<file path="config.mk">
export PLATFORM = sky130hd
export DESIGN_NAME = cpd_ctrl
export DESIGN_NICKNAME = d
export VERILOG_FILES = /design/src/rtl/cpd_pkg.sv /design/src/rtl/cpd_ctrl.sv
export SDC_FILE = /design/constraint.sdc
export NUM_CORES = 1
export LEC_CHECK = 0
export BUFFER_PORTS_ARGS = -buffer_cell sky130_fd_sc_hd__buf_2
export CORE_MARGIN = 5
export CORE_UTILIZATION = 30
export DETAILED_ROUTE_END_ITERATION = 12
export HOLD_SLACK_MARGIN = 0.06
export PLACE_DENSITY_LB_ADDON = 0.3
export SKIP_CTS_REPAIR_TIMING = 1
export SLEW_MARGIN = 20
export SYNTH_ARGS = -nofsm -noshare
export SYNTH_HDL_FRONTEND = slang
export SYNTH_SLANG_ARGS = --single-unit
</file>
<file path="constraint.sdc">
create_clock -name ref_clk -period 5.5 [get_ports ref_clk]
set_clock_uncertainty 0.15 [all_clocks]
set_input_delay 0.55 -clock ref_clk [delete_from_list [all_inputs] [get_ports ref_clk]]
set_output_delay 0.55 -clock ref_clk [all_outputs]
set_load 0.03 [all_outputs]
</file>
<file path="src/rtl/cpd_pkg.sv">
package cpd_pkg;

    // ------------------------------------------------------------
    // Register map
    // ------------------------------------------------------------
    localparam logic [7:0] CPD_CSR_OFFSET = 8'h00;
    localparam logic [7:0] CPD_STATUS_OFFSET = 8'h04;
    localparam logic [31:0] CPD_RESET_VALUE = 32'h0000_0000;
    localparam int CPD_POWERDOWN_FIELD_LSB = 10;
    localparam int CPD_POWERDOWN_FIELD_MSB = 15;

    // Power-down field codes
    localparam logic [5:0] CPD_POWERDOWN_FIELD_NONE = 6'h00;
    localparam logic [5:0] CPD_POWERDOWN_FIELD_HALT_ENABLED = 6'h09;
    localparam logic [5:0] CPD_POWERDOWN_FIELD_HALT_ANY = 6'h11;
    localparam logic [5:0] CPD_POWERDOWN_FIELD_OUT_STOP = 6'h1A;
    localparam logic [5:0] CPD_POWERDOWN_FIELD_IN_STOP = 6'h1C;

    // Range select codes
    localparam logic [2:0] CPD_RANGE_LOW = 3'h0;
    localparam logic [2:0] CPD_RANGE_MID = 3'h1;
    localparam logic [2:0] CPD_RANGE_HIGH = 3'h2;

    // Status register bit positions
    localparam int CPD_ST_LOCKED = 0;
    localparam int CPD_ST_MULT = 1;
    localparam int CPD_ST_RANGE_LSB = 2;
    localparam int CPD_ST_RANGE_BAD = 5;
    localparam int CPD_ST_POWERDOWN_FIELD_BAD = 6;
    localparam int CPD_ST_HALTED = 8;
    localparam int CPD_ST_OUT_STOP = 9;
    localparam int CPD_ST_IN_STOP = 10;

    // ------------------------------------------------------------
    // Timing
    // ------------------------------------------------------------
    localparam int CPD_CLK_PERIOD_NS = 10;
    localparam int CPD_LOCK_TYP_NS = 75000;
    localparam int CPD_LOCK_EXTRA_PCT = 150;
    // Longest lock: typical plus the extra share, rounded up
    localparam int CPD_LOCK_CYCLES =
        (CPD_LOCK_TYP_NS * (100 + CPD_LOCK_EXTRA_PCT) + 100 * CPD_CLK_PERIOD_NS - 1)
        / (100 * CPD_CLK_PERIOD_NS);
    localparam int CPD_HALT_LATENCY = 8;
    localparam int CPD_BYPASS_DIV = 4;

    // ------------------------------------------------------------
    // Types
    // ------------------------------------------------------------
    typedef struct packed {
        logic [7:0] addr;
        logic [31:0] wdata;
        logic wr;
        logic rd;
    } cpd_bus_req_t;

    typedef struct packed {
        logic cpu_en;
        logic half_en;
        logic core_en;
    } cpd_clk_en_t;

    typedef enum logic [2:0] {
        CPD_RUN,
        CPD_ENTER,
        CPD_HALT,
        CPD_OUT_STOP,
        CPD_IN_STOP
    } cpd_pd_state_t;

endpackage : cpd_pkg

</file>
<file path="src/rtl/cpd_ctrl.sv">
// The register addresses and strobed register access are this design's own decisions.
`timescale 1ns/1ns
`default_nettype none

module cpd_ctrl
    import cpd_pkg::*;
#(
    parameter int LOCK_CYCLES = CPD_LOCK_CYCLES,
    parameter int HALT_LATENCY = CPD_HALT_LATENCY
)(
    input wire logic ref_clk,
    input wire logic resetn,
    input wire cpd_bus_req_t bus_req,
    output logic [31:0] rdata,
    input wire logic multiply_select,
    input wire logic [2:0] freq_range_select,
    input wire logic irq_any,
    input wire logic irq_enabled,
    output cpd_clk_en_t clk_en,
    output logic pll_locked,
    output logic cpu_halt_state,
    output logic pll_output_stop_state,
    output logic pll_input_stop_state
);

    // ------------------------------------------------------------
    // Elaboration checks
    // ------------------------------------------------------------
    localparam int LW = (LOCK_CYCLES > 1) ? $clog2(LOCK_CYCLES + 1) : 1;
    localparam int HW = $clog2(HALT_LATENCY + 1);

    if (LOCK_CYCLES < 1)
    begin : g_bad_lock
        $error("lock wait must be at least one cycle");
    end
    if (HALT_LATENCY < 1 || HALT_LATENCY > 255)
    begin : g_bad_halt
        $error("halt latency out of range");
    end

    // Bypass phase counter is only two bits wide
    if (CPD_BYPASS_DIV != 4)
    begin : g_bad_div
        $error("bypass divide must be four");
    end

    // Field code to legal mode check, used on write and on status
    function automatic logic powerdown_field_legal(input logic [5:0] code);
        powerdown_field_legal = (code == CPD_POWERDOWN_FIELD_NONE) || (code == CPD_POWERDOWN_FIELD_HALT_ENABLED) ||
            (code == CPD_POWERDOWN_FIELD_HALT_ANY) || (code == CPD_POWERDOWN_FIELD_OUT_STOP) ||
            (code == CPD_POWERDOWN_FIELD_IN_STOP);
    endfunction : powerdown_field_legal

    // ------------------------------------------------------------
    // Pin synchronisers
    // ------------------------------------------------------------
    logic [3:0] pin_meta;
    logic [3:0] pin_sync;
    logic mult_x4;
    logic [2:0] range_sel;

    // Board straps come from outside the clock domain
    always_ff @(posedge ref_clk)
    begin
        if (!resetn)
        begin
            pin_meta <= 4'h0;
            pin_sync <= 4'h0;
        end
        else
        begin
            pin_meta <= {multiply_select, freq_range_select};
            pin_sync <= pin_meta;
        end
    end

    assign mult_x4 = pin_sync[3];
    assign range_sel = pin_sync[2:0];

    // Range codes outside the three defined ones are flagged
    wire range_bad = (range_sel != CPD_RANGE_LOW) && (range_sel != CPD_RANGE_MID) &&
        (range_sel != CPD_RANGE_HIGH);

    // ------------------------------------------------------------
    // Register decode
    // ------------------------------------------------------------
    logic [5:0] powerdown_field;
    logic powerdown_field_bad;
    cpd_pd_state_t pd_state;
    cpd_pd_state_t next_pd_state;

    wire csr_hit = (bus_req.addr == CPD_CSR_OFFSET);
    wire status_hit = (bus_req.addr == CPD_STATUS_OFFSET);
    wire csr_wr = bus_req.wr && csr_hit;
    wire [5:0] wr_code = bus_req.wdata[CPD_POWERDOWN_FIELD_MSB:CPD_POWERDOWN_FIELD_LSB];

    // Other CPU_CONTROL_STATUS_POWERDOWN bits are not held by this block and read zero
    logic [31:0] csr_view;
    always_comb
    begin
        csr_view = 32'h0000_0000;
        csr_view[CPD_POWERDOWN_FIELD_MSB:CPD_POWERDOWN_FIELD_LSB] = powerdown_field;
    end

    // Status word placed by the package bit positions; unused bits read zero
    logic [31:0] status_view;
    always_comb
    begin
        status_view = 32'h0000_0000;
        status_view[CPD_ST_LOCKED] = pll_locked;
        status_view[CPD_ST_MULT] = mult_x4;
        status_view[CPD_ST_RANGE_LSB +: 3] = range_sel;
        status_view[CPD_ST_RANGE_BAD] = range_bad;
        status_view[CPD_ST_POWERDOWN_FIELD_BAD] = powerdown_field_bad;
        status_view[CPD_ST_HALTED] = cpu_halt_state;
        status_view[CPD_ST_OUT_STOP] = pll_output_stop_state;
        status_view[CPD_ST_IN_STOP] = pll_input_stop_state;
    end

    wire [31:0] next_rdata = !bus_req.rd ? 32'h0000_0000 :
        csr_hit ? csr_view :
        status_hit ? status_view : 32'h0000_0000;

    // Read data stand for one cycle only, zero otherwise
    always_ff @(posedge ref_clk)
    begin
        if (!resetn)
            rdata <= CPD_RESET_VALUE;
        else
            rdata <= next_rdata;
    end

    // ------------------------------------------------------------
    // Power-down field
    // ------------------------------------------------------------
    logic wake;
    logic [HW-1:0] enter_cnt;

    // Writes land only in CPD_RUN; a write in the same cycle as a wake clear is dropped
    always_ff @(posedge ref_clk)
    begin
        if (!resetn)
        begin
            powerdown_field <= CPD_RESET_VALUE[CPD_POWERDOWN_FIELD_MSB:CPD_POWERDOWN_FIELD_LSB];
            powerdown_field_bad <= 1'b0;
        end
        else if (csr_wr && (pd_state == CPD_RUN))
        begin
            // Whole field replaced at once; bit 15 stored as written
            powerdown_field <= wr_code;
            powerdown_field_bad <= !powerdown_field_legal(wr_code);
        end
        else if (wake)
            powerdown_field <= CPD_POWERDOWN_FIELD_NONE;
    end

    // ------------------------------------------------------------
    // Power-down state machine
    // ------------------------------------------------------------
    wire enter_any = (powerdown_field == CPD_POWERDOWN_FIELD_HALT_ANY);
    wire enter_en = (powerdown_field == CPD_POWERDOWN_FIELD_HALT_ENABLED);
    wire enter_go = (enter_cnt == HW'(1));

    // Any-interrupt mode also takes enabled interrupts
    assign wake = (pd_state == CPD_HALT) &&
        ((enter_any && (irq_any || irq_enabled)) || (enter_en && irq_enabled));

    always_comb
    begin
        next_pd_state = pd_state;
        unique case (pd_state)
            CPD_RUN:
                if (csr_wr && wr_code != CPD_POWERDOWN_FIELD_NONE && powerdown_field_legal(wr_code))
                    next_pd_state = CPD_ENTER;
            CPD_ENTER:
                if (enter_go)
                begin
                    if (powerdown_field == CPD_POWERDOWN_FIELD_OUT_STOP)
                        next_pd_state = CPD_OUT_STOP;
                    else if (powerdown_field == CPD_POWERDOWN_FIELD_IN_STOP)
                        next_pd_state = CPD_IN_STOP;
                    else
                        next_pd_state = CPD_HALT;
                end
            CPD_HALT:
                if (wake)
                    next_pd_state = CPD_RUN;
            // No exit but reset; registers keep their contents
            CPD_OUT_STOP:
                next_pd_state = CPD_OUT_STOP;
            CPD_IN_STOP:
                next_pd_state = CPD_IN_STOP;
            default:
                next_pd_state = CPD_RUN;
        endcase
    end

    // Entry delay: counted from the cycle after the write
    always_ff @(posedge ref_clk)
    begin
        if (!resetn)
        begin
            pd_state <= CPD_RUN;
            enter_cnt <= '0;
        end
        else
        begin
            pd_state <= next_pd_state;
            if (pd_state == CPD_RUN)
                enter_cnt <= HW'(HALT_LATENCY);
            else if (pd_state == CPD_ENTER)
                enter_cnt <= enter_cnt - HW'(1);
        end
    end

    // State flags for the rest of the chip
    always_ff @(posedge ref_clk)
    begin
        if (!resetn)
        begin
            cpu_halt_state <= 1'b0;
            pll_output_stop_state <= 1'b0;
            pll_input_stop_state <= 1'b0;
        end
        else
        begin
            cpu_halt_state <= (next_pd_state == CPD_HALT);
            pll_output_stop_state <= (next_pd_state == CPD_OUT_STOP);
            pll_input_stop_state <= (next_pd_state == CPD_IN_STOP);
        end
    end

    // ------------------------------------------------------------
    // PLL lock wait
    // ------------------------------------------------------------
    logic [LW-1:0] lock_cnt;
    logic mult_seen;

    // Multiplier change restarts the PLL; reset restarts it too
    wire pll_restart = (mult_x4 != mult_seen);

    // Wait uses the worst-case lock time, not the typical one
    always_ff @(posedge ref_clk)
    begin
        if (!resetn)
        begin
            lock_cnt <= LW'(LOCK_CYCLES);
            mult_seen <= 1'b0;
            pll_locked <= 1'b0;
        end
        else
        begin
            mult_seen <= mult_x4;
            if (pll_restart)
            begin
                lock_cnt <= LW'(LOCK_CYCLES);
                pll_locked <= 1'b0;
            end
            else if (lock_cnt != '0)
                lock_cnt <= lock_cnt - LW'(1);
            else
                pll_locked <= 1'b1;
        end
    end

    // ------------------------------------------------------------
    // Clock enables
    // ------------------------------------------------------------
    logic [1:0] ref_phase;
    logic half_phase;

    // ref_clk stands for the multiplied rate; bypass ticks one in four
    wire base_tick = mult_x4 ? 1'b1 : (ref_phase == 2'(CPD_BYPASS_DIV - 1));

    // Bypass needs no lock; times four waits for lock
    wire clk_ok = (!mult_x4 || pll_locked) && (next_pd_state != CPD_OUT_STOP) &&
        (next_pd_state != CPD_IN_STOP);

    wire core_tick = base_tick && clk_ok;
    wire cpu_tick = core_tick && (next_pd_state != CPD_HALT);

    // Half rate follows the core clock so it survives CPU halt
    always_ff @(posedge ref_clk)
    begin
        if (!resetn)
        begin
            ref_phase <= 2'h0;
            half_phase <= 1'b0;
            clk_en <= '0;
        end
        else
        begin
            ref_phase <= ref_phase + 2'h1;
            if (core_tick)
                half_phase <= !half_phase;
            clk_en.cpu_en <= cpu_tick;
            clk_en.core_en <= core_tick;
            clk_en.half_en <= core_tick && half_phase;
        end
    end

endmodule : cpd_ctrl

`default_nettype wire

</file>
# Word-level counts from Yosys, hierarchy flattened
# Index checks and enable logic that the tools add are counted.
# totals
regBits,80
input_bits,50
wordCells,101
# classes
add_sub_neg,3
n_eq_ne,24
n_mux,13
n_bitwise,3
reduce_logical,37
# ops
op,count
== test 6 x 5 -> 1 bit (second input constant),6
2-to-1 mux 16 bit,1
2-to-1 mux 3 bit,5
one-hot mux 3 bit (5 select lines),1
nonzero test 15 bit,1
subtractor 15 x 1 -> 15 bit (second input constant),1
logical AND 1 bit,14
== test 3 x 2 -> 1 bit (second input constant),4
== test 6 x 4 -> 1 bit (second input constant),2
2-to-1 mux 6 bit,2
2-to-1 mux 11 bit,1
inequality test 3 x 2 -> 1 bit (second input constant),3
== test 8 x 3 -> 1 bit (second input constant),1
logical NOT 8 bit,1
2-to-1 mux 4 bit,2
logical OR 1 bit,7
== test 3 bit (second input constant),2
logical NOT 6 bit,1
nonzero test 6 bit,1
== test 4 x 1 -> 1 bit (second input constant),1
nonzero test 2 bit,2
OR reduction 2 bit,2
OR reduction 4 bit,1
subtractor 4 x 1 -> 4 bit (second input constant),1
other kinds (13),17

# Depth between registers and ports, before layout
# Gate-level depths: netlist of the first run.
# logic_depth
depth_word,13
ltp_mapped,8

# Worst setup path after synthesis of the first run
# OpenSTA, ideal clock, no wires.
# synth_timing
path_kind,input to register
start,input port bus_req[39] in the netlist's numbering
end,register clk_en[1] in the netlist's numbering
arrival_ns,2.156
required_ns,5.235
setup_slack_ns,3.079
path_stages,7
path_buffers,1
path_cell_list,or4_1 nor4_1 and4_1 buf_2 a31o_2 a2111oi_1 and2_1
# synth_between
elab_chain_len,11
word_cells_on_any_way,12
# synth_rtl
item,line,text
from (decl),cpd_ctrl.sv:13,"input wire cpd_bus_req_t bus_req,"
logical NOT 8 bit (*),cpd_ctrl.sv:92,wire csr_hit = (bus_req.addr == CPD_CSR_OFFSET);
logical AND 1 bit (*),cpd_ctrl.sv:94,wire csr_wr = bus_req.wr && csr_hit;
logical AND 1 bit (*) (2 in series),cpd_ctrl.sv:173,if (csr_wr && wr_code != CPD_POWERDOWN_FIELD_NONE && powerdown_field_legal(wr_code))
2-to-1 mux 3 bit (*),cpd_ctrl.sv:173,
one-hot mux 3 bit (5 select lines) (*),cpd_ctrl.sv:171,unique case (pd_state)
inequality test 3 x 2 -> 1 bit,cpd_ctrl.sv:276,wire clk_ok = (!mult_x4 || pll_locked) && (next_pd_state != CPD_OUT_STOP) &&
logical AND 1 bit,cpd_ctrl.sv:276,
logical AND 1 bit (*),cpd_ctrl.sv:276,
logical AND 1 bit (*),cpd_ctrl.sv:279,wire core_tick = base_tick && clk_ok;
logical AND 1 bit (*),cpd_ctrl.sv:298,clk_en.half_en <= core_tick && half_phase;
to (decl),cpd_ctrl.sv:19,"output cpd_clk_en_t clk_en,"
# Every way passes the cells marked *; elsewhere a longest branch is shown, timed or not.
# A chain may end at the register's enable or synchronous reset.

# Final worst setup path of the first run
# Ends and elaborated chain as after synthesis.

==> results of run 1 <==
worst max-delay path: stages:
cell and delay [ns]:
sky130_fd_sc_hd__buf_2 0.09, sky130_fd_sc_hd__or4_1 0.51, sky130_fd_sc_hd__nor4_1 0.48, sky130_fd_sc_hd__and4_1 0.48, sky130_fd_sc_hd__a31o_2 0.26, sky130_fd_sc_hd__a2111oi_1 0.10
sky130_fd_sc_hd__and2_1 0.19
metrics by stage:
step                      hold slack [ns]  instance area, µm²
after floorplan                     0.249                2600
after global placement              0.262                2800
after detailed placement            0.266                2800
after CTS                           0.252                2980
after global routing                0.264                2980
final                               0.273                2980
report_power, final:
part | switching (W) | internal [W] | total [W]
sequential | 0.00000500 | 0.000465 | 0.000470
clock | 0.000164 | 0.000196 | 0.000360
combinational | 0.0000354 | 0.0000169 | 0.0000523
state kept, by name (all words and copies together), names as in the netlist, 2 cells and up:
register and flops:
pin_sync 4, rdata 15, pd_state 3, powerdown_field 6, ref_phase 2, clk_en 3
enter_cnt 4, lock_cnt 15, pin_meta 4
synthesized netlist by cell type, drive strengths merged, types with 2 or more instances:
cell | n | area [µm²]
and4 | 2 | 17.5
xor2 | 5 | 43.8
o21ai | 9 | 45.0
nor2 | 24 | 90.1
mux2i | 3 | 30.0
ha | 4 | 50.1
a211oi | 2 | 15.0
nor3b | 2 | 15.0
nor4b | 2 | 17.5
nor4 | 6 | 37.5
nand3 | 9 | 45.0
buf | 18 | 133
xnor2 | 7 | 61.3
nand3b | 3 | 22.5
nor2b | 2 | 12.5
dfxtp | 63 | 1260
and3b | 2 | 17.5
and3 | 2 | 12.5
nand2 | 25 | 93.8
and2 | 26 | 163
a31oi | 3 | 18.8
nand2b | 2 | 12.5
nor3 | 10 | 55.1
inv | 10 | 37.5
a21oi | 14 | 70.1
nand4 | 2 | 12.5
clkbuf | 6 | 22.5
or4 | 6 | 52.6
worst max-delay path by stage:
stage	from	to	slack, ns
after floorplan	bus_req[39]	clk_en[1]$_SDFF_PN0_	3.08
after CTS	bus_req[39]	clk_en[1]$_SDFF_PN0_	2.93
final	bus_req[39]	clk_en[1]$_SDFF_PN0_	2.92
after detailed placement	bus_req[39]	clk_en[1]$_SDFF_PN0_	2.57
after global routing	lock_cnt[0]$_SDFFE_PP0P_	lock_cnt[2]$_SDFFE_PP1P_	2.75
after global placement	bus_req[39]	clk_en[1]$_SDFF_PN0_	2.57
area by class of cell:
class	instances	share of cell area
clock buffers	12	0.0554
repair buffers	45	0.0755
well taps	105	0.0440
clock inverters	3	0.00587
inverters	10	0.0126
multi-input cells	197	0.384
flip-flops and latches	63	0.423
routing by layer:
metal,GRT usage,vias up
met1,0.142,906
met3,0.0375,8
met5,0,-
li1,-,1016
met2,0.164,54
met4,0.0545,0
logic make-up (layout without fill, tap and decap cells):
group / count (synthesis) / in the layout
AO/OA/AOI/OAI: 34 / 34
XOR/XNOR: 12 / 12
adder cells (fa/ha/maj): 4 / 4
buffers and inverters: 34 / 70
flip-flops: 63 / 63
multiplexers: 4 / 4
other: 1 / 17
AND/OR/NAND/NOR: 126 / 126
==> impl_metrics.prom, run 1 <==
# TYPE chip_impl_metric gauge
chip_impl_info{name="clock_tree_from_tritoncts",value="built"} 1
chip_impl_metric{name="route.met2.wl",unit="mm"} 2.22
chip_impl_metric{name="postLayoutCoreUtil",unit=""} 0.363
chip_impl_info{name="reg2reg_from",value="lock_cnt[0]$_SDFFE_PP0P_"} 1
chip_impl_metric{name="maximum_vdd_drop",unit="µV"} 117
chip_impl_metric{name="largest_net_degree_at_the_start_of_global_routing",unit=""} 20
chip_impl_metric{name="synth_compound_area_frac",unit=""} 0.0793
chip_impl_metric{name="fin_tns_setup",unit="ns"} 0
chip_impl_metric{name="routed_wl",unit="mm"} 5.19
chip_impl_metric{name="grt_pass1_vias",unit=""} 1918
chip_impl_metric{name="gp_congestion",unit=""} 0.763
chip_impl_metric{name="worstRegToRegCells",unit=""} 8
chip_impl_metric{name="die_width",unit="µm"} 102
chip_impl_metric{name="post_synthesis_adder_cell_area_fraction",unit=""} 0.0197
chip_impl_metric{name="cts.reportedPaths.clkPinSlew",unit="ns"} 0.06
chip_impl_info{name="largest_family_of_logic_cells_by_synthesized_area",value="simple AND/OR/NAND/NOR gates"} 1
chip_impl_info{name="critPathLaunchType",value="input port"} 1
chip_impl_metric{name="xor_xnor_share_of_the_synthesized_area",unit=""} 0.0414
chip_impl_metric{name="total_drc_errors_in_the_routed_layout",unit=""} 0
chip_impl_metric{name="finish.net_count",unit=""} 380
chip_impl_metric{name="critPathArrivalTime",unit="ns"} 2.66
chip_impl_metric{name="post-layout-total-power",unit="W"} 0.000883
chip_impl_info{name="hold_path.class",value="reg -> reg"} 1
chip_impl_metric{name="ratio_of_routed_vias_to_standard_cells",unit=""} 4.56
chip_impl_metric{name="numCtsBuffers",unit=""} 9
chip_impl_metric{name="fmax",unit="MHz"} 387
chip_impl_metric{name="drive_gt1_frac",unit=""} 0.194
chip_impl_info{name="whs_endpoint",value="ref_phase[0]$_SDFF_PN0_"} 1
chip_impl_metric{name="required",unit="ns"} 5.58
chip_impl_metric{name="layout.area.seq",unit="µm²"} 1260
chip_impl_metric{name="clk-insertion-delay-late",unit="ns"} 0.34
chip_impl_metric{name="synthesis.area_per_instance",unit="µm²"} 9.13
chip_impl_info{name="layout_common_cells",value="sky130_fd_sc_hd__dfxtp_1, sky130_fd_sc_hd__buf_2, sky130_fd_sc_hd__and2_1"} 1
chip_impl_metric{name="ffs_w_async_s_r_synth",unit=""} 0
chip_impl_info{name="top_signal_layer_used",value="met4"} 1
chip_impl_metric{name="critical_path_peak_fanout",unit=""} 9
chip_impl_info{name="hold_path_start",value="ref_phase[0]$_SDFF_PN0_"} 1
chip_impl_metric{name="met1Wirelength",unit="mm"} 2.48
chip_impl_metric{name="place.port_buffers",unit=""} 45
chip_impl_metric{name="flow.area_growth_from_synthesis",unit="%"} 17.5
chip_impl_metric{name="antenna_found_initial",unit=""} 0
chip_impl_metric{name="timing_max_transition_violations_final",unit=""} 0
chip_impl_metric{name="pre_cts_slack",unit="ns"} 2.57
chip_impl_metric{name="synth_area",unit="µm²"} 2540
chip_impl_metric{name="tritonroute_pass_1_iters",unit=""} 6
chip_impl_info{name="layout_commonest_cell",value="sky130_fd_sc_hd__dfxtp_1"} 1
chip_impl_metric{name="dp.final_hpwl",unit="mm"} 3.82
chip_impl_metric{name="globalRouteTotalUtil",unit=""} 0.110
chip_impl_metric{name="grt-ovfl-total",unit=""} 0
chip_impl_metric{name="period_needed",unit="ns"} 2.58
chip_impl_info{name="cts_root_buffer",value="sky130_fd_sc_hd__clkbuf_8"} 1
chip_impl_metric{name="route.detailed.wl_per_inst",unit="µm"} 11.9
chip_impl_metric{name="placed_cells_incl_taps",unit=""} 420
chip_impl_metric{name="postLayoutSetupSlackWorst",unit="ns"} 2.92
chip_impl_metric{name="final_hold_viol_count",unit=""} 0
chip_impl_metric{name="drt_iter0_markers",unit=""} 54
chip_impl_metric{name="drt.antenna.violating_nets",unit=""} 0
chip_impl_metric{name="tightestPinTransition",unit="ns"} 0.616
chip_impl_metric{name="postSynthRegisterBits",unit=""} 63
chip_impl_metric{name="fin_cells",unit=""} 435
chip_impl_metric{name="synthMuxAreaShare",unit=""} 0.0163
chip_impl_metric{name="grt_first_pass_wirelength",unit="mm"} 8.85
chip_impl_info{name="worstSetupEndpointType",value="flop"} 1
chip_impl_metric{name="insertedDiodeCount",unit=""} 0
chip_impl_metric{name="total_leakage_power",unit="nW"} 1.23
chip_impl_info{name="timing.rr.end",value="lock_cnt[2]$_SDFFE_PP1P_"} 1
chip_impl_metric{name="power-per-cell-area",unit="nW/µm²"} 296
chip_impl_metric{name="final.period_utilization",unit=""} 0.470
chip_impl_metric{name="initial_utilization",unit=""} 0.309
chip_impl_metric{name="synth-warning-count",unit=""} 0
chip_impl_info{name="run_status",value="complete, no violations"} 1
chip_impl_metric{name="fill_cell_total_of_the_finished_layout",unit=""} 842
chip_impl_metric{name="multiInputGateArea",unit="µm²"} 1140
chip_impl_metric{name="numClockSinks",unit=""} 63
chip_impl_metric{name="timing.final.setup_violations",unit=""} 0
chip_impl_metric{name="hold_path_depth",unit=""} 1
chip_impl_metric{name="floorplan.die_area",unit="µm²"} 10400
chip_impl_metric{name="post_synth_inst_count",unit=""} 278
chip_impl_metric{name="regToRegSetupSlack",unit="ns"} 3.15
chip_impl_metric{name="ys_types",unit=""} 41
chip_impl_metric{name="simple_gate_area_share_of_the_yosys_netlist",unit=""} 0.269
chip_impl_metric{name="synth_enable_flop_cells",unit=""} 0
chip_impl_metric{name="vias",unit=""} 1984
chip_impl_info{name="unrepaired_setup_endpoints_after_global_routing",value="no"} 1
chip_impl_info{name="synth_ff_type",value="sky130_fd_sc_hd__dfxtp_1"} 1
chip_impl_metric{name="cts.htree.levels",unit=""} 3
chip_impl_metric{name="drv_cap",unit=""} 0
chip_impl_metric{name="route.met3.wl",unit="µm"} 391
chip_impl_metric{name="placementRows",unit=""} 33
chip_impl_metric{name="die_height",unit="µm"} 102
chip_impl_metric{name="cts.path.max_buffers",unit=""} 2
chip_impl_metric{name="core",unit="µm²"} 8220
chip_impl_info{name="worst-setup-path-type",value="in -> reg"} 1
chip_impl_metric{name="slew-limit-headroom",unit=""} 0.584
chip_impl_metric{name="pin_count",unit=""} 89
chip_impl_metric{name="seq_area_frac_synth",unit=""} 0.497
No activity file was read; power rests on OpenSTA's default activity.
==> run 2, diff against run 1 <==
==> constraint.sdc (replaced) <==
create_clock -name ref_clk -period 2.59 [get_ports ref_clk]
set_clock_uncertainty 0.15 [all_clocks]
set_input_delay 0.259 -clock ref_clk [delete_from_list [all_inputs] [get_ports ref_clk]]
set_output_delay 0.259 -clock ref_clk [all_outputs]
set_load 0.03 [all_outputs]
==> impl_metrics.prom, run 2 (synthesized netlist as in run 1, its figures left out) <==
# TYPE chip_impl_metric gauge
chip_impl_metric{name="routed_wl",unit="mm"} 5.40
chip_impl_metric{name="floorplan.die_area",unit="µm²"} 10400
chip_impl_metric{name="numClockSinks",unit=""} 63
chip_impl_metric{name="drive_gt1_frac",unit=""} 0.204
chip_impl_metric{name="fin_tns_setup",unit="ns"} 0
chip_impl_info{name="layout_common_cells",value="sky130_fd_sc_hd__dfxtp_1, sky130_fd_sc_hd__buf_2, sky130_fd_sc_hd__and2_1"} 1
chip_impl_metric{name="fmax",unit="MHz"} 429
chip_impl_metric{name="finish.net_count",unit=""} 388
chip_impl_metric{name="core",unit="µm²"} 8220
chip_impl_metric{name="finalInstanceArea",unit="µm²"} 3100
chip_impl_info{name="cts_root_buffer",value="sky130_fd_sc_hd__clkbuf_8"} 1
chip_impl_metric{name="post-layout-total-power",unit="W"} 0.00205
chip_impl_metric{name="power-per-cell-area",unit="nW/µm²"} 661
chip_impl_metric{name="place.port_buffers",unit=""} 45
chip_impl_info{name="layout_top_registers",value="lock_cnt: 15 flops, rdata: 15 flops, powerdown_field: 6 flops"} 1
chip_impl_metric{name="grt-ovfl-total",unit=""} 0
chip_impl_metric{name="vias",unit=""} 2019
chip_impl_metric{name="die_width",unit="µm"} 102
chip_impl_metric{name="cts.reportedPaths.clkPinSlew",unit="ns"} 0.07
chip_impl_metric{name="power_report.internal_total",unit="W"} 0.00157
chip_impl_metric{name="drt_iter0_markers",unit=""} 67
chip_impl_metric{name="grt_first_pass_wirelength",unit="mm"} 8.50
chip_impl_metric{name="pin_count",unit=""} 89
chip_impl_metric{name="timing.final.setup_violations",unit=""} 0
chip_impl_info{name="worstSetupEndpointType",value="flop"} 1
chip_impl_metric{name="postLayoutSetupSlackWorst",unit="ns"} 0.258
chip_impl_metric{name="largest_net_degree_at_the_start_of_global_routing",unit=""} 17
chip_impl_metric{name="postLayoutCoreUtil",unit=""} 0.377
chip_impl_metric{name="drv_cap",unit=""} 0
chip_impl_metric{name="regToRegSetupSlack",unit="ns"} 0.26
chip_impl_metric{name="timing_max_transition_violations_final",unit=""} 0
chip_impl_metric{name="worstRegToRegCells",unit=""} 5
chip_impl_metric{name="flow.area_growth_from_synthesis",unit="%"} 22.0
chip_impl_metric{name="drt.antenna.violating_nets",unit=""} 0
chip_impl_metric{name="tightestPinTransition",unit="ns"} 0.635
chip_impl_metric{name="antenna_found_initial",unit=""} 0
chip_impl_metric{name="placementRows",unit=""} 33
chip_impl_metric{name="initial_utilization",unit=""} 0.309
chip_impl_info{name="layout_commonest_cell",value="sky130_fd_sc_hd__dfxtp_1"} 1
chip_impl_metric{name="maximum_vdd_drop",unit="µV"} 239
chip_impl_metric{name="hold_path_depth",unit=""} 3
chip_impl_metric{name="pre_cts_slack",unit="ns"} 0.250
chip_impl_metric{name="dp.final_hpwl",unit="mm"} 4.07
chip_impl_metric{name="slew-limit-headroom",unit=""} 0.571
chip_impl_metric{name="critical_path_peak_fanout",unit=""} 7
chip_impl_info{name="worst-setup-path-type",value="reg -> reg"} 1
chip_impl_metric{name="final_hold_viol_count",unit=""} 0
chip_impl_metric{name="cts.htree.levels",unit=""} 3
chip_impl_metric{name="tritonroute_pass_1_iters",unit=""} 6
chip_impl_metric{name="cts.path.max_buffers",unit=""} 2
chip_impl_info{name="critPathLaunchType",value="flop"} 1
chip_impl_metric{name="sw_power",unit="W"} 0.000477
chip_impl_metric{name="period_needed",unit="ns"} 2.33
chip_impl_metric{name="total_drc_errors_in_the_routed_layout",unit=""} 0
chip_impl_info{name="unrepaired_setup_endpoints_after_global_routing",value="no"} 1
chip_impl_metric{name="globalRouteTotalUtil",unit=""} 0.106
chip_impl_info{name="run_status",value="complete, no violations"} 1
chip_impl_info{name="clock_tree_from_tritoncts",value="built"} 1
chip_impl_metric{name="clk-insertion-delay-late",unit="ns"} 0.34
chip_impl_metric{name="critPathArrivalTime",unit="ns"} 2.40
chip_impl_metric{name="pwr-share-seq",unit=""} 0.487
chip_impl_metric{name="comb_power_share",unit=""} 0.058
chip_impl_info{name="hold_path.class",value="in -> reg"} 1
chip_impl_metric{name="final.period_utilization",unit=""} 0.900
chip_impl_metric{name="gp_congestion",unit=""} 0.801
chip_impl_metric{name="route.detailed.wl_per_inst",unit="µm"} 12.2
chip_impl_metric{name="total_leakage_power",unit="nW"} 1.29
chip_impl_metric{name="p_sw_frac",unit=""} 0.233
chip_impl_metric{name="ratio_of_routed_vias_to_standard_cells",unit=""} 4.55
chip_impl_metric{name="insertedDiodeCount",unit=""} 0
chip_impl_metric{name="numCtsBuffers",unit=""} 9
chip_impl_metric{name="placement.cell_area",unit="µm²"} 2830
chip_impl_metric{name="die_height",unit="µm"} 102
chip_impl_metric{name="power.share.clock",unit=""} 0.455
chip_impl_metric{name="required",unit="ns"} 2.66
chip_impl_metric{name="grt_pass1_vias",unit=""} 1887
==> run 2: cell count changes in the layout (fill, tap and decap cells not counted), sizes merged <==
cell / before / now
bufinv: 0 / 2
clkinv: 2 / 3
buf: 45 / 49
clkbuf: 12 / 9
clkinvlp: 1 / 2
dlygate4sd3: 0 / 4
==> run 2: critical path, stage by stage, from the launching register on <==
cell                      delay (ns)
sky130_fd_sc_hd__dfxtp_1        0.37
sky130_fd_sc_hd__or4_4          0.56
sky130_fd_sc_hd__or4_4          0.50
sky130_fd_sc_hd__or4_1          0.43
sky130_fd_sc_hd__xor2_1         0.15
sky130_fd_sc_hd__nor2_1         0.05
==> run 2: cell type report <==
| type | instances | area (µm²) |
|---|---|---|
| inverter | 10 | 37.5 |
| clock buffer | 9 | 124 |
| tap | 105 | 131 |
| multi-input combinational | 197 | 1150 |
| fill | 859 | 5120 |
| clock inverter | 7 | 97.6 |
| timing repair buffer | 53 | 295 |
| sequential | 63 | 1260 |
==> run 2: through the flow <==
step                instances  hold WS [ns]
finish                    444        0.0449
global route              444        0.0617
CTS                       440       -0.0417
detailed placement        424         0.271
global placement          424         0.264
floorplan                 294         0.236
==> run 2: power groups by stage <==
stage               combinational [W]  clock [W]  sequential [W]
floorplan                   0.0000973          0         0.00102
global placement             0.000112          0         0.00102
detailed placement           0.000113          0         0.00102
CTS                          0.000114   0.000958        0.000997
global route                 0.000130    0.00100        0.000999
finish                       0.000118   0.000932        0.000997
==> run 2: worst paths after layout <==
path                            start                               to
max          lock_cnt[5]$_SDFFE_PP1P_        lock_cnt[13]$_SDFFE_PP0P_
min                       bus_req[17]  powerdown_field[5]$_SDFFE_PN0P_
max reg2reg  lock_cnt[5]$_SDFFE_PP1P_        lock_cnt[13]$_SDFFE_PP0P_
min reg2reg    pin_meta[1]$_SDFF_PN0_           pin_sync[1]$_SDFF_PN0_
==> run 2: layer usage <==
layer / vias to the layer above / track usage / wire length, µm
li1: 1027 / - / -
met1: 917 / 0.132 / 2530
met2: 66 / 0.165 / 2370
met3: 9 / 0.0232 / 389
met4: 0 / 0.0696 / 108
met5: - / 0 / 0
==> run 3, diff against run 2 <==
==> constraint.sdc (replaced) <==
create_clock -name ref_clk -period 2.95 [get_ports ref_clk]
set_clock_uncertainty 0.15 [all_clocks]
set_input_delay 0.295 -clock ref_clk [delete_from_list [all_inputs] [get_ports ref_clk]]
set_output_delay 0.295 -clock ref_clk [all_outputs]
set_load 0.03 [all_outputs]
==> impl_metrics.prom, run 3 (synthesized netlist as in run 1, its figures left out) <==
# TYPE chip_impl_metric gauge
chip_impl_metric{name="drive_gt1_frac",unit=""} 0.199
chip_impl_metric{name="flow.area_growth_from_synthesis",unit="%"} 22.0
chip_impl_metric{name="critical_path_peak_fanout",unit=""} 7
chip_impl_info{name="clock_tree_from_tritoncts",value="built"} 1
chip_impl_metric{name="pin_count",unit=""} 89
chip_impl_metric{name="fin_tns_setup",unit="ns"} 0
chip_impl_metric{name="critPathBufInv",unit=""} 1
chip_impl_metric{name="grt_pass1_vias",unit=""} 1823
chip_impl_info{name="worstSetupEndpointType",value="flop"} 1
chip_impl_metric{name="insertedDiodeCount",unit=""} 0
chip_impl_info{name="run_status",value="complete, no violations"} 1
chip_impl_metric{name="p_sw_frac",unit=""} 0.218
chip_impl_metric{name="tightestPinTransition",unit="ns"} 0.628
chip_impl_metric{name="drt.antenna.violating_nets",unit=""} 0
chip_impl_metric{name="power.share.clock",unit=""} 0.472
chip_impl_metric{name="clk-insertion-delay-late",unit="ns"} 0.34
chip_impl_metric{name="initial_utilization",unit=""} 0.309
chip_impl_metric{name="total_drc_errors_in_the_routed_layout",unit=""} 0
chip_impl_metric{name="timing.final.setup_violations",unit=""} 0
chip_impl_metric{name="die_width",unit="µm"} 102
chip_impl_info{name="critPathLaunchType",value="flop"} 1
chip_impl_metric{name="largest_net_degree_at_the_start_of_global_routing",unit=""} 20
chip_impl_metric{name="power-per-cell-area",unit="nW/µm²"} 598
chip_impl_metric{name="die_height",unit="µm"} 102
chip_impl_metric{name="multiInputGateArea",unit="µm²"} 1140
chip_impl_info{name="layout_commonest_cell",value="sky130_fd_sc_hd__dfxtp_1"} 1
chip_impl_metric{name="period_needed",unit="ns"} 2.37
chip_impl_metric{name="routed_wl",unit="mm"} 5.36
chip_impl_metric{name="power_report.internal_total",unit="W"} 0.00145
chip_impl_metric{name="critPathArrivalTime",unit="ns"} 2.44
chip_impl_metric{name="max_stage_delay",unit="ns"} 0.46
chip_impl_metric{name="cts.reportedPaths.clkPinSlew",unit="ns"} 0.07
chip_impl_info{name="layout_top_registers",value="lock_cnt: 15 flops, rdata: 15 flops, powerdown_field: 6 flops"} 1
chip_impl_metric{name="drt_iter0_markers",unit=""} 45
chip_impl_metric{name="floorplan.die_area",unit="µm²"} 10400
chip_impl_info{name="unrepaired_setup_endpoints_after_global_routing",value="no"} 1
chip_impl_metric{name="fin_worst_hold_slack",unit="ns"} 0.0861
chip_impl_metric{name="numCtsBuffers",unit=""} 9
chip_impl_metric{name="final.period_utilization",unit=""} 0.805
chip_impl_info{name="cp_slowest_cell",value="sky130_fd_sc_hd__nor3_2"} 1
chip_impl_metric{name="slew-limit-headroom",unit=""} 0.576
chip_impl_metric{name="vias",unit=""} 1996
chip_impl_metric{name="cts.htree.levels",unit=""} 3
chip_impl_info{name="cp_top_family",value="simple AND/OR/NAND/NOR gates"} 1
chip_impl_metric{name="required",unit="ns"} 3.02
chip_impl_info{name="worstPathCellList",value="inv_1 -> ha_1 -> nor4b_1 -> nand3_1 -> nor3_2 -> nand2b_1 -> xor2_1 -> nand2_1"} 1
chip_impl_metric{name="maximum_vdd_drop",unit="µV"} 245
chip_impl_info{name="layout_common_cells",value="sky130_fd_sc_hd__dfxtp_1, sky130_fd_sc_hd__buf_2, sky130_fd_sc_hd__and2_1"} 1
chip_impl_metric{name="grt_first_pass_wirelength",unit="mm"} 8.63
chip_impl_metric{name="fmax",unit="MHz"} 421
chip_impl_metric{name="sw_power",unit="W"} 0.000404
chip_impl_metric{name="timing_max_transition_violations_final",unit=""} 0
chip_impl_metric{name="pwr-share-seq",unit=""} 0.473
chip_impl_info{name="hold_path.class",value="in -> reg"} 1
chip_impl_info{name="worst-setup-path-type",value="reg -> reg"} 1
chip_impl_metric{name="numClockSinks",unit=""} 63
chip_impl_info{name="cts_root_buffer",value="sky130_fd_sc_hd__clkbuf_8"} 1
chip_impl_metric{name="cts.path.max_buffers",unit=""} 2
chip_impl_metric{name="placementRows",unit=""} 33
chip_impl_metric{name="place.port_buffers",unit=""} 45
chip_impl_metric{name="total_leakage_power",unit="nW"} 1.28
chip_impl_metric{name="drv_cap",unit=""} 0
chip_impl_metric{name="globalRouteTotalUtil",unit=""} 0.108
chip_impl_metric{name="comb_power_share",unit=""} 0.055
chip_impl_metric{name="layout.area.seq",unit="µm²"} 1260
chip_impl_metric{name="tritonroute_pass_1_iters",unit=""} 4
chip_impl_metric{name="core",unit="µm²"} 8220
chip_impl_metric{name="antenna_found_initial",unit=""} 0
chip_impl_metric{name="ratio_of_routed_vias_to_standard_cells",unit=""} 4.52
chip_impl_metric{name="finish.net_count",unit=""} 386
chip_impl_metric{name="dp.final_hpwl",unit="mm"} 3.92
chip_impl_metric{name="final_hold_viol_count",unit=""} 0
chip_impl_metric{name="route.detailed.wl_per_inst",unit="µm"} 12.1
chip_impl_metric{name="grt-ovfl-total",unit=""} 0
chip_impl_metric{name="fill_cell_total_of_the_finished_layout",unit=""} 853
chip_impl_metric{name="gp_congestion",unit=""} 0.804
run 3: cell count changes in the layout (fill, tap and decap cells not counted), sizes merged:
cell,delta
buf,-2
clkinv,-2
clkbuf,+3
clkinvlp,-1
run 3: cell type report:
type / instances / area share
clock buffers: 12 / 0.0533
inverters: 10 / 0.0121
well taps: 105 / 0.0424
flip-flops and latches: 63 / 0.407
multi-input cells: 197 / 0.370
repair buffers: 51 / 0.0905
clock inverters: 4 / 0.0246
run 3: worst reg2reg max path, cell delays in order (launching register included):
cell and delay (ns):
sky130_fd_sc_hd__dfxtp_1 0.32, sky130_fd_sc_hd__inv_1 0.09, sky130_fd_sc_hd__ha_1 0.21, sky130_fd_sc_hd__nor4b_1 0.37, sky130_fd_sc_hd__nand3_1 0.24, sky130_fd_sc_hd__nor3_2 0.46, sky130_fd_sc_hd__nand2b_1 0.19, sky130_fd_sc_hd__xor2_1 0.15
sky130_fd_sc_hd__nand2_1 0.06
run 3: per-stage QoR:
step | instances | power (W) | util | instance area, µm² | setup WS (ns)
after floorplan | 294 | 0.000980 | - | 2600 | 0.713
after global placement | 422 | 0.000991 | 0.343 | 2820 | 0.492
after detailed placement | 422 | 0.000993 | 0.343 | 2820 | 0.465
after CTS | 438 | 0.00187 | 0.372 | 3060 | 0.567
after global routing | 442 | 0.00193 | 0.377 | 3100 | 0.257
final | 442 | 0.00185 | 0.377 | 3100 | 0.577
run 3: worst paths after layout:
kind / from / end / slack [ns] / cells after the start
min reg2reg: ref_phase[0]$_SDFF_PN0_ / ref_phase[0]$_SDFF_PN0_ / 0.28 / 1
min: bus_req[17] / powerdown_field[5]$_SDFFE_PN0P_ / 0.09 / 3
max reg2reg: lock_cnt[0]$_SDFFE_PP0P_ / lock_cnt[2]$_SDFFE_PP1P_ / 0.58 / 8
max: lock_cnt[0]$_SDFFE_PP0P_ / lock_cnt[2]$_SDFFE_PP1P_ / 0.58 / 8
run 3: per-layer routing:
metal  part of all wire  track usage
met1               0.48        0.140
met2               0.43        0.160
met3              0.073       0.0266
met4              0.023       0.0696
met5                  0            0
run 3: power by group through the flow:
| stage | Sequential, W | Clock (W) | Combinational, W |
|---|---|---|---|
| after floorplan | 0.000894 | 0 | 0.0000854 |
| after global placement | 0.000894 | 0 | 0.0000972 |
| after detailed placement | 0.000895 | 0 | 0.0000985 |
| after CTS | 0.000875 | 0.000899 | 0.0000991 |
| after global routing | 0.000877 | 0.000936 | 0.000114 |
| final | 0.000875 | 0.000873 | 0.000102 |
